<file path="src/hw/mdd_pkg.sv">
// constants, opcodes and register map of the arithmetic datapath
// assumes a 100 MHz core clock and an apb3 register port
package mdd_pkg;

  // ==========================================================
  // register map (byte addresses)
  localparam logic [11:0] ADDR_CTRL = 12'h000;
  localparam logic [11:0] ADDR_STATUS = 12'h004;
  localparam logic [11:0] ADDR_TRAP_EN = 12'h008;
  localparam logic [11:0] ADDR_ACC_A_LO = 12'h00C;
  localparam logic [11:0] ADDR_ACC_A_HI = 12'h010;
  localparam logic [11:0] ADDR_ACC_B_LO = 12'h014;
  localparam logic [11:0] ADDR_ACC_B_HI = 12'h018;

  // ==========================================================
  // core_control_reg fields
  localparam int CTL_SIGN_BIT = 12;
  localparam int CTL_CLAMP_A_BIT = 7;
  localparam int CTL_CLAMP_B_BIT = 6;
  localparam int CTL_STORE_BIT = 5;
  localparam int CTL_RANGE_BIT = 4;
  localparam int CTL_ROUND_BIT = 1;
  localparam int CTL_INT_BIT = 0;
  localparam logic [31:0] CTL_RESET = 32'h0000_0020;

  // cpu_status_reg fields
  localparam int ST_GUARD_A_BIT = 15;
  localparam int ST_GUARD_B_BIT = 14;
  localparam int ST_CLAMP_A_BIT = 13;
  localparam int ST_CLAMP_B_BIT = 12;
  localparam int ST_EITHER_GUARD_BIT = 11;
  localparam int ST_EITHER_CLAMP_BIT = 10;

  // interrupt_control_one trap enable fields
  localparam int TE_A_BIT = 0;
  localparam int TE_B_BIT = 1;
  localparam int TE_FATAL_BIT = 2;

  // ==========================================================
  // clamp values
  localparam logic [39:0] MAX_40 = 40'h7F_FFFF_FFFF;
  localparam logic [39:0] MIN_40 = 40'h80_0000_0000;
  localparam logic [39:0] MAX_32 = 40'h00_7FFF_FFFF;
  localparam logic [39:0] MIN_32 = 40'h00_8000_0000;

  localparam logic [4:0] DIV_STEPS = 5'h10;
  localparam logic [15:0] HALF_LSW = 16'h8000;

  // ==========================================================
  typedef enum logic [4:0] {
    OP_NONE = 5'b00000,
    OP_MCU_PRODUCT = 5'b00001,
    OP_DIVIDE = 5'b00010,
    OP_CLEAR_ACC = 5'b00011,
    OP_PROD_ACCUM = 5'b00100,
    OP_SQR_ACCUM = 5'b00101,
    OP_PROD_SUBTRACT = 5'b00110,
    OP_PROD_LOAD = 5'b00111,
    OP_SQR_LOAD = 5'b01000,
    OP_NEG_PROD_LOAD = 5'b01001,
    OP_EUCLID_LOAD = 5'b01010,
    OP_EUCLID_ACCUM = 5'b01011,
    OP_PREFETCH_STORE = 5'b01100,
    OP_ACC_ADD = 5'b01101,
    OP_ACC_SUB = 5'b01110,
    OP_ACC_NEG = 5'b01111,
    OP_LOAD_ACC = 5'b10000,
    OP_ADD_DATA = 5'b10001
  } mdd_op_t;

  typedef enum logic [2:0] {
    MM_SS = 3'b000,
    MM_UU = 3'b001,
    MM_US = 3'b010,
    MM_SLIT = 3'b011,
    MM_ULIT = 3'b100,
    MM_BYTE = 3'b101
  } mdd_mcu_mode_t;

endpackage

</file>
<file path="src/hw/mdd_datapath.sv">
// multiplier, iterative divider and 40-bit accumulator datapath
// assumes decoder supplies operands from the working registers and
// holds op_valid until op_ready; apb3 master drives the registers
//
// Added by the designer: the APB interface to the registers and the address map.
`timescale 1ns/1ps
`default_nettype none
module mdd_datapath (
  // clock and reset
  input wire logic clk,
  input wire logic reset_n,
  // apb register port
  input wire logic psel,
  input wire logic penable,
  input wire logic pwrite,
  input wire logic [11:0] paddr,
  input wire logic [31:0] pwdata,
  output logic [31:0] prdata,
  output logic pready,
  output logic pslverr,
  // operation request
  input wire logic op_valid,
  input wire logic [4:0] op_code,
  input wire logic acc_sel,
  input wire logic [2:0] mcu_mode,
  input wire logic [15:0] op_x,
  input wire logic [15:0] op_y,
  input wire logic [39:0] shift_data,
  output logic op_ready,
  // divide operands
  input wire logic div_signed,
  input wire logic div_long,
  input wire logic [15:0] dvd_odd,
  input wire logic [15:0] dvd_even,
  input wire logic [15:0] divisor,
  // results
  output logic mul_valid,
  output logic mul_wide,
  output logic [31:0] mul_result,
  output logic div_done,
  output logic [15:0] work_reg_zero,
  output logic [15:0] work_reg_one,
  output logic wb_valid,
  output logic [15:0] wb_word,
  output logic arith_trap,
  output logic store_clamp_enable
);

  // ==========================================================
  // registers
  logic [31:0] ctrl_q;
  logic [2:0] trap_en_q;
  logic [39:0] acc_a_q, acc_b_q;
  logic guard_a_q, guard_b_q, clamp_a_q, clamp_b_q;
  logic div_busy_q;
  logic [4:0] div_cnt_q;
  logic [16:0] rem_q;
  logic [15:0] shq_q, dvs_q;
  logic neg_q_q, neg_r_q;
  logic mul_valid_q, mul_wide_q, div_done_q, wb_valid_q, trap_q;
  logic [31:0] mul_result_q, prdata_q;
  logic [15:0] wr_zero_q, wr_one_q, wb_word_q;

  // ==========================================================
  // configuration
  wire sign_mode_select = ctrl_q[mdd_pkg::CTL_SIGN_BIT];
  wire acc_a_clamp_enable = ctrl_q[mdd_pkg::CTL_CLAMP_A_BIT];
  wire acc_b_clamp_enable = ctrl_q[mdd_pkg::CTL_CLAMP_B_BIT];
  wire clamp_range_select = ctrl_q[mdd_pkg::CTL_RANGE_BIT];
  wire round_style_select = ctrl_q[mdd_pkg::CTL_ROUND_BIT];
  wire int_mode_select = ctrl_q[mdd_pkg::CTL_INT_BIT];
  wire acc_a_ovf_trap_en = trap_en_q[mdd_pkg::TE_A_BIT];
  wire acc_b_ovf_trap_en = trap_en_q[mdd_pkg::TE_B_BIT];
  wire fatal_ovf_trap_en = trap_en_q[mdd_pkg::TE_FATAL_BIT];

  // ==========================================================
  // op decode
  wire accept = op_valid & op_ready;
  wire is_mcu = op_code == mdd_pkg::OP_MCU_PRODUCT;
  wire is_div = op_code == mdd_pkg::OP_DIVIDE;
  wire is_sqr = op_code == mdd_pkg::OP_SQR_ACCUM
              | op_code == mdd_pkg::OP_SQR_LOAD;
  wire is_euclid = op_code == mdd_pkg::OP_EUCLID_LOAD
                 | op_code == mdd_pkg::OP_EUCLID_ACCUM;
  wire is_clear = op_code == mdd_pkg::OP_CLEAR_ACC;
  wire is_store = op_code == mdd_pkg::OP_PREFETCH_STORE;
  // every accumulator op except the store touches the adder
  wire adder_op = accept & (op_code >= mdd_pkg::OP_CLEAR_ACC)
                & (op_code <= mdd_pkg::OP_ADD_DATA) & !is_store;
  wire do_wb = accept & (is_clear | is_store
             | op_code == mdd_pkg::OP_PROD_ACCUM
             | op_code == mdd_pkg::OP_PROD_SUBTRACT);

  // ==========================================================
  // shared 17x17 multiplier
  wire byte_mode = mcu_mode == mdd_pkg::MM_BYTE;
  wire lit_mode = mcu_mode == mdd_pkg::MM_SLIT
                | mcu_mode == mdd_pkg::MM_ULIT;
  wire mcu_x_signed = mcu_mode == mdd_pkg::MM_SS
                    | mcu_mode == mdd_pkg::MM_SLIT;
  wire mcu_y_signed = mcu_mode == mdd_pkg::MM_SS
                    | mcu_mode == mdd_pkg::MM_US;
  wire [15:0] diff_xy = op_x - op_y;
  wire [15:0] dsp_x = is_euclid ? diff_xy : op_x;
  wire [15:0] dsp_y = (is_euclid | is_sqr) ? dsp_x : op_y;
  wire [15:0] mcu_x = byte_mode ? {8'h00, op_x[7:0]} : op_x;
  wire [15:0] mcu_y = byte_mode ? {8'h00, op_y[7:0]}
                    : lit_mode ? {11'h000, op_y[4:0]} : op_y;
  wire [15:0] mx = is_mcu ? mcu_x : dsp_x;
  wire [15:0] my = is_mcu ? mcu_y : dsp_y;
  wire dsp_signed = !sign_mode_select;
  wire sx = is_mcu ? mcu_x_signed : dsp_signed;
  wire sy = is_mcu ? mcu_y_signed : dsp_signed;
  wire [16:0] m_a = {sx & mx[15], mx};
  wire [16:0] m_b = {sy & my[15], my};
  wire signed [33:0] prod_full = $signed(m_a) * $signed(m_b);
  wire [32:0] prod33 = prod_full[32:0];
  // q15 times q15 needs one left shift for a 1.31 result
  wire [32:0] scaled = int_mode_select ? prod33
                     : {prod33[31:0], 1'b0};
  wire [39:0] prod40 = {{7{scaled[32]}}, scaled};

  // ==========================================================
  // 40-bit adder/subtracter
  wire [39:0] acc_t = acc_sel ? acc_b_q : acc_a_q;
  wire [39:0] acc_o = acc_sel ? acc_a_q : acc_b_q;
  wire zero_a = is_clear | op_code == mdd_pkg::OP_PROD_LOAD
              | op_code == mdd_pkg::OP_SQR_LOAD
              | op_code == mdd_pkg::OP_NEG_PROD_LOAD
              | op_code == mdd_pkg::OP_EUCLID_LOAD
              | op_code == mdd_pkg::OP_ACC_NEG
              | op_code == mdd_pkg::OP_LOAD_ACC;
  wire do_subtract = op_code == mdd_pkg::OP_PROD_SUBTRACT
                   | op_code == mdd_pkg::OP_NEG_PROD_LOAD
                   | op_code == mdd_pkg::OP_ACC_SUB
                   | op_code == mdd_pkg::OP_ACC_NEG;
  wire [39:0] b_raw = is_clear ? 40'h00_0000_0000
                    : (op_code == mdd_pkg::OP_ACC_ADD
                       | op_code == mdd_pkg::OP_ACC_SUB) ? acc_o
                    : op_code == mdd_pkg::OP_ACC_NEG ? acc_t
                    : (op_code == mdd_pkg::OP_LOAD_ACC
                       | op_code == mdd_pkg::OP_ADD_DATA) ? shift_data
                    : prod40;
  wire [39:0] a_in = zero_a ? 40'h00_0000_0000 : acc_t;
  wire [39:0] b_eff = do_subtract ? ~b_raw : b_raw;
  // carry-in doubles as borrow: high means no borrow on subtract
  wire [40:0] sum41 = {1'b0, a_in} + {1'b0, b_eff}
                    + {40'h00_0000_0000, do_subtract};
  wire [39:0] sum = sum41[39:0];

  // ==========================================================
  // overflow and clamp, all from the raw sum
  wire ovf39 = (a_in[39] == b_eff[39]) & (sum[39] != a_in[39]);
  wire guard_raw = ~((&sum[39:32]) | ~(|sum[39:32]));
  wire ovf31 = ovf39 | ~((&sum[39:31]) | ~(|sum[39:31]));
  wire towards_pos = ovf39 ? ~a_in[39] : ~sum[39];
  wire clamp_en = acc_sel ? acc_b_clamp_enable : acc_a_clamp_enable;
  wire range_40 = clamp_en & clamp_range_select;
  wire range_32 = clamp_en & !clamp_range_select;
  wire [39:0] clamp_val =
      range_40 ? (towards_pos ? mdd_pkg::MAX_40 : mdd_pkg::MIN_40)
               : (towards_pos ? mdd_pkg::MAX_32 : mdd_pkg::MIN_32);
  wire clamp_hit = range_40 ? ovf39 : ovf31;
  wire [39:0] acc_new = clamp_en & clamp_hit ? clamp_val
                      : sum;
  // guard bits play no part in 32-bit clamping
  wire guard_new = guard_raw & !range_32;
  // disabled clamp falls back to recording bit 39 overflow
  wire sticky_set = clamp_en ? clamp_hit : ovf39;
  wire guard_trap = guard_new
                  & (acc_sel ? acc_b_ovf_trap_en : acc_a_ovf_trap_en);
  wire fatal_trap = !clamp_en & ovf39 & fatal_ovf_trap_en;
  wire trap_d = adder_op & (guard_trap | fatal_trap);

  // ==========================================================
  // write-back rounding of the non-target accumulator
  wire lsw_half = acc_o[15:0] == mdd_pkg::HALF_LSW;
  wire round_up = acc_o[15] & (round_style_select
                | !lsw_half | acc_o[16]);
  wire [15:0] wb_word_d = acc_o[31:16] + {15'h0000, round_up};

  // ==========================================================
  // iterative divider
  wire dvd_neg = div_signed & (div_long ? dvd_odd[15] : dvd_even[15]);
  wire [31:0] dvd32 = div_long ? {dvd_odd, dvd_even}
                    : {{16{div_signed & dvd_even[15]}}, dvd_even};
  wire [31:0] dvd_mag = dvd_neg ? 32'h0000_0000 - dvd32 : dvd32;
  wire dvs_neg = div_signed & divisor[15];
  wire [15:0] dvs_mag = dvs_neg ? 16'h0000 - divisor : divisor;
  wire [16:0] trial = {rem_q[15:0], shq_q[15]};
  wire fits = trial >= {1'b0, dvs_q};
  wire [16:0] rem_d = fits ? trial - {1'b0, dvs_q} : trial;
  wire [15:0] shq_d = {shq_q[14:0], fits};
  wire last_step = div_busy_q & (div_cnt_q == 5'h01);

  always_ff @(posedge clk) begin
    if (!reset_n) begin
      div_busy_q <= 1'b0;
      div_cnt_q <= 5'h00;
      rem_q <= 17'h0_0000;
      shq_q <= 16'h0000;
      dvs_q <= 16'h0000;
      neg_q_q <= 1'b0;
      neg_r_q <= 1'b0;
    end else if (accept & is_div) begin
      div_busy_q <= 1'b1;
      div_cnt_q <= mdd_pkg::DIV_STEPS;
      rem_q <= {1'b0, dvd_mag[31:16]};
      shq_q <= dvd_mag[15:0];
      dvs_q <= dvs_mag;
      neg_q_q <= dvd_neg ^ dvs_neg;
      neg_r_q <= dvd_neg;
    end else if (div_busy_q) begin
      div_busy_q <= !last_step;
      div_cnt_q <= div_cnt_q - 5'h01;
      rem_q <= rem_d;
      shq_q <= shq_d;
    end
  end

  always_ff @(posedge clk) begin
    if (!reset_n) begin
      div_done_q <= 1'b0;
      wr_zero_q <= 16'h0000;
      wr_one_q <= 16'h0000;
    end else begin
      div_done_q <= last_step;
      if (last_step) begin
        wr_zero_q <= neg_q_q ? 16'h0000 - shq_d : shq_d;
        wr_one_q <= neg_r_q ? 16'h0000 - rem_d[15:0] : rem_d[15:0];
      end
    end
  end

  // ==========================================================
  // accumulators and result strobes
  always_ff @(posedge clk) begin
    if (!reset_n) begin
      acc_a_q <= 40'h00_0000_0000;
      acc_b_q <= 40'h00_0000_0000;
      guard_a_q <= 1'b0;
      guard_b_q <= 1'b0;
    end else if (adder_op) begin
      if (acc_sel) begin
        acc_b_q <= acc_new;
        guard_b_q <= guard_new;
      end else begin
        acc_a_q <= acc_new;
        guard_a_q <= guard_new;
      end
    end
  end

  always_ff @(posedge clk) begin
    if (!reset_n) begin
      mul_valid_q <= 1'b0;
      mul_wide_q <= 1'b0;
      mul_result_q <= 32'h0000_0000;
      wb_valid_q <= 1'b0;
      wb_word_q <= 16'h0000;
      trap_q <= 1'b0;
    end else begin
      mul_valid_q <= accept & is_mcu;
      wb_valid_q <= do_wb;
      trap_q <= trap_d;
      if (accept & is_mcu) begin
        mul_wide_q <= !byte_mode;
        mul_result_q <= byte_mode ? {16'h0000, prod33[15:0]}
                      : prod33[31:0];
      end
      if (do_wb) wb_word_q <= wb_word_d;
    end
  end

  // ==========================================================
  // apb slave, zero wait states
  wire setup = psel & !penable;
  wire wr_en = psel & penable & pwrite;
  wire hit_ctrl = paddr == mdd_pkg::ADDR_CTRL;
  wire hit_status = paddr == mdd_pkg::ADDR_STATUS;
  wire hit_trap = paddr == mdd_pkg::ADDR_TRAP_EN;
  wire hit_any = hit_ctrl | hit_status | hit_trap
               | paddr == mdd_pkg::ADDR_ACC_A_LO
               | paddr == mdd_pkg::ADDR_ACC_A_HI
               | paddr == mdd_pkg::ADDR_ACC_B_LO
               | paddr == mdd_pkg::ADDR_ACC_B_HI;
  wire clr_wr = wr_en & hit_status;
  wire clr_a = clr_wr & (pwdata[mdd_pkg::ST_CLAMP_A_BIT]
             | pwdata[mdd_pkg::ST_EITHER_CLAMP_BIT]);
  wire clr_b = clr_wr & (pwdata[mdd_pkg::ST_CLAMP_B_BIT]
             | pwdata[mdd_pkg::ST_EITHER_CLAMP_BIT]);
  wire set_a = adder_op & !acc_sel & sticky_set;
  wire set_b = adder_op & acc_sel & sticky_set;
  wire either_guard_overflow = guard_a_q | guard_b_q;
  wire either_clamp_flag = clamp_a_q | clamp_b_q;
  logic [31:0] status_word;
  always_comb begin
    status_word = 32'h0000_0000;
    status_word[mdd_pkg::ST_GUARD_A_BIT] = guard_a_q;
    status_word[mdd_pkg::ST_GUARD_B_BIT] = guard_b_q;
    status_word[mdd_pkg::ST_CLAMP_A_BIT] = clamp_a_q;
    status_word[mdd_pkg::ST_CLAMP_B_BIT] = clamp_b_q;
    status_word[mdd_pkg::ST_EITHER_GUARD_BIT] = either_guard_overflow;
    status_word[mdd_pkg::ST_EITHER_CLAMP_BIT] = either_clamp_flag;
  end
  wire [31:0] rd_mux =
      hit_ctrl ? ctrl_q
    : hit_status ? status_word
    : hit_trap ? {29'h0000_0000, trap_en_q}
    : paddr == mdd_pkg::ADDR_ACC_A_LO ? acc_a_q[31:0]
    : paddr == mdd_pkg::ADDR_ACC_A_HI ? {24'h00_0000, acc_a_q[39:32]}
    : paddr == mdd_pkg::ADDR_ACC_B_LO ? acc_b_q[31:0]
    : paddr == mdd_pkg::ADDR_ACC_B_HI ? {24'h00_0000, acc_b_q[39:32]}
    : 32'h0000_0000;
  // only documented control bits are writable, rest read zero
  wire [31:0] ctrl_mask = (32'h1 << mdd_pkg::CTL_SIGN_BIT)
    | (32'h1 << mdd_pkg::CTL_CLAMP_A_BIT)
    | (32'h1 << mdd_pkg::CTL_CLAMP_B_BIT)
    | (32'h1 << mdd_pkg::CTL_STORE_BIT)
    | (32'h1 << mdd_pkg::CTL_RANGE_BIT)
    | (32'h1 << mdd_pkg::CTL_ROUND_BIT)
    | (32'h1 << mdd_pkg::CTL_INT_BIT);

  always_ff @(posedge clk) begin
    if (!reset_n) begin
      ctrl_q <= mdd_pkg::CTL_RESET;
      trap_en_q <= 3'h0;
      clamp_a_q <= 1'b0;
      clamp_b_q <= 1'b0;
      prdata_q <= 32'h0000_0000;
    end else begin
      if (wr_en & hit_ctrl) ctrl_q <= pwdata & ctrl_mask;
      if (wr_en & hit_trap) trap_en_q <= pwdata[2:0];
      // a set in the same cycle as a clear wins
      clamp_a_q <= set_a | (clamp_a_q & !clr_a);
      clamp_b_q <= set_b | (clamp_b_q & !clr_b);
      if (setup) prdata_q <= rd_mux;
    end
  end

  // ==========================================================
  // outputs
  assign prdata = prdata_q;
  assign pready = 1'b1;
  assign pslverr = psel & penable & !hit_any;
  assign op_ready = !div_busy_q;
  assign mul_valid = mul_valid_q;
  assign mul_wide = mul_wide_q;
  assign mul_result = mul_result_q;
  assign div_done = div_done_q;
  assign work_reg_zero = wr_zero_q;
  assign work_reg_one = wr_one_q;
  assign wb_valid = wb_valid_q;
  assign wb_word = wb_word_q;
  assign arith_trap = trap_q;
  assign store_clamp_enable = ctrl_q[mdd_pkg::CTL_STORE_BIT];
endmodule
`default_nettype wire

</file>
<file path="config.mk">
export PLATFORM = sky130hd
export DESIGN_NAME = mdd_datapath
export DESIGN_NICKNAME = d
export VERILOG_FILES = /design/src/hw/mdd_pkg.sv /design/src/hw/mdd_datapath.sv
export SDC_FILE = /design/constraint.sdc
export NUM_CORES = 2
export LEC_CHECK = 0
export ABC_AREA = 1
export ABC_CLOCK_PERIOD_IN_PS = 33600
export BUFFER_PORTS_ARGS = -buffer_cell sky130_fd_sc_hd__buf_2
export CAP_MARGIN = 40
export CORE_ASPECT_RATIO = 0.9
export CORE_UTILIZATION = 60
export CTS_CLUSTER_SIZE = 28
export DETAILED_ROUTE_END_ITERATION = 10
export PLACE_DENSITY = 0.8
export SLEW_MARGIN = 30
export SYNTH_ARGS = -nofsm -noshare
export SYNTH_HDL_FRONTEND = slang
export SYNTH_SLANG_ARGS = --single-unit
</file>
<file path="constraint.sdc">
create_clock -name clk -period 33.6 [get_ports clk]
set_clock_uncertainty 0.15 [all_clocks]
set_input_delay 6.72 -clock clk [delete_from_list [all_inputs] [get_ports clk]]
set_output_delay 6.72 -clock clk [all_outputs]
set_load 0.005 [all_outputs]
</file>
==> results.md <==
* Outcome: complete, no violations
* CP max FO at between 60 and 70
* Post-DP HPWL at slightly below 80 mm
* R2R Path End: acc_b_q[30]
* Core area at 52,200 sq um
* Post-CTS Hold Fix Bufs at 0
* Cells after Synth at 4,782
* Post-synthesis register bit count at around 270
* Slew @ Worst Pin at approximately 0.89 ns
* Postcts setup bufs at 0
* Largest net degree at the start of global routing at 106
* Delay of the slowest cell on the worst path at between 0.6 and 0.7 ns
* Clock latency at the later pin of the worst-skew pair at 0.56 ns
* WL/cell at about 18 um
* Largest cells by area after synthesis: fa_1 18%, dfxtp_1 17%, nand2_1 12%
* Drt via density at 5.71
* P&R area growth vs syn at 9.29%
* RSZ-0062 raised after global routing: false
* MaxCap Viol Count at 0
* YS warnings at 0
* Hold Startpoint: mul_result[16]
* Vias in the first global route at 29.7k
* Area leader, netlist: fa_1
* Hold path depth at 2
* Final setup violation count at 0
* Slew Viols, Final at 0
* Setup TNS at 0 ns
* Longest Clk Path Bufs at 3
* Clock sink count at 267
* DRT iter0 DRCs at 3,475
* Chip Width at 245 um
* Initial antenna violation count at 9
* Prevailing post-synth register cell: dfxtp_1
* Final critical-path share of the clock period at 0.580
* Die height at around 220 um
* Worst Hold Class: reg -> reg
* Slew margin rel. at 0.397
* Fillers at 4,785
* Gpl congestion at 0.993
* Total GRT Usage at 0.373
* Grt ovf at 0
* Count of cell types in the netlist at 59
* DRT Pass-1 Iters at 8
* CP Capture Type: flop
* FF-to-FF Start: ctrl_q[12]
* Tmin final at between 15 and 20 ns
* Achievable Freq at between 0.05 and 0.06 GHz
* CP Launch Type: primary input
* First-pass GRT wire length at between 150 and 200 mm
* Remaining routing DRC violations at 0
* Ports at 302
* Hold Vio Cnt, Final at 0
* H-tree depth at 2
* Resized cells post-CTS at 0
* Die area at 54,200 sq um
* R2R depth at 52
* Synthesized area per cell at 6.69 sq um
* Setup slack, reg-to-reg at ~22 ns
* Reg clk slew, reported paths at 0.06 ns
* TritonCTS Buffers at 34
* Mapped Area at 32,000 sq um
* CP max-delay cell: fa_1
* WP data arrival at a little under 20 ns
* Post-synth EDFFs at 0
* Async SR Flop Fraction at 0
* Worst Hold End: mul_result[16]
* Vias at between 30k and 40k
* Crit Path Category: in -> reg
* Final WL at 101 mm
* CTS tree: yes
* DRT antenna net count at 0
* Worst EP required at about 34 ns
* Layout cell share with drive strength beyond 1 at 0.0942
* Top cell type's share of synthesized area at 0.184
* Num rows at approximately 80
* Nets at about 5.6k
* Sequential fraction of the synthesis area at 0.167
* Crit-path most repeated cell: inv_1
* Root Buffer: clkbuf_16
* Initial core utilization at 0.613
* Synthesized Nets at 5,419
* Port bufs at ~280
[critical path: cells and delay by family]
family,cells,cell delay [ns]
AOI/OAI and AO/OA,16,2.87
xor gates and xnor gates,3,0.66
adders and majority gates,11,4.90
buffers and inverters,15,1.80
and+or+nand+nor,20,2.73
[worst max-delay path by stage]
| stage | cells past startpoint | endpoint | slack [ns] | start |
|---|---|---|---|---|
| 4_1_cts | 66 | acc_a_q[26] | 14.44 | op_x[0] |
| 2_1_floorplan | 66 | acc_a_q[19] | 16.34 | op_x[0] |
| 6_report | 65 | acc_b_q[30] | 14.11 | op_y[0] |
| 5_1_grt | 66 | acc_b_q[20] | 13.54 | op_x[0] |
| 3_3_place_gp | 66 | acc_b_q[22] | 14.13 | op_x[0] |
| 3_5_place_dp | 66 | acc_b_q[22] | 13.92 | op_x[0] |
[Yosys cell counts (39+ instances only)]
| master | n |
|---|---|
| clkbuf_1 | 160 |
| xnor2_1 | 48 |
| fa_1 | 294 |
| a21oi_1 | 335 |
| o221ai_1 | 39 |
| nand3_1 | 211 |
| nand2_1 | 986 |
| nor3_1 | 55 |
| inv_1 | 881 |
| dfxtp_1 | 267 |
| o211ai_1 | 78 |
| o21ai_0 | 355 |
| nor2_1 | 460 |
| ha_1 | 162 |
| xor2_1 | 137 |
[cell usage in the layout, fill, tap and decap left out, types with 54 or more instances in the layout]
cell type	n
nand2_1	986
inv_1	880
nor2_1	455
o21ai_0	354
a21oi_1	334
fa_1	294
buf_2	277
dfxtp_1	267
nand3_1	211
ha_1	162
xor2_1	137
o211ai_1	78
nor3_1	54
[per-layer routing]
layer	part of all wire	GRT usage	wire, um
met2	0.42	0.548	42500
met1	0.43	0.531	43400
met4	0.035	0.134	3520
met5	0.00027	0	27
met3	0.12	0.0896	11800
[area by class of cell]
cell class	count	area, sq um	share of cell area
sequential	267	5350	0.153
clock buffer	40	893	0.0256
multi-input combinational	3394	22400	0.640
timing repair buffer	319	1750	0.0502
tap	688	861	0.0246
clock inverter	21	277	0.00791
inverter	916	3450	0.0986
antenna	9	22.5	0.000644
[sequential cells by signal, summed over array words and instances (netlist names), 3 cells and up]
signal and count:
rem_q 16, trap_en_q 3, shq_q 16, div_cnt_q 5
prdata 32, wb_word 16, dvs_q 16, acc_a_q 40
mul_result 32, ctrl_q 7, work_reg_zero 16, work_reg_one 16
acc_b_q 40
[stage by stage]
stage                      util  hold slack (ns)  setup slack, ns  instance area [sq um]  instances
final                     0.670            0.311            14.11                  35000       5654
after global routing      0.669            0.332            13.54                  34900       5647
after CTS                 0.669            0.311            14.44                  34900       5643
after detailed placement  0.647            0.302            13.92                  33700       5582
after global placement    0.645            0.300            14.13                  33700       5577
after floorplan               -            0.290            16.34                  32000       4782
[kinds of logic (layout without fill, tap and decap cells)]
family	after synthesis	after routing	share of synthesized area
and+or+nand+nor	1806	1806	0.232
adders and majority gates	456	456	0.247
DFF	267	267	0.167
AOI/OAI and AO/OA	942	942	0.166
other	1	10	0.000117
xor gates and xnor gates	185	185	0.0507
muxes	4	4	0.00125
buffers and inverters	1121	1296	0.135
Power is left out: the tool's default activity adds up to more than one toggle a clock period on the data nets, which glitch-free logic cannot reach.
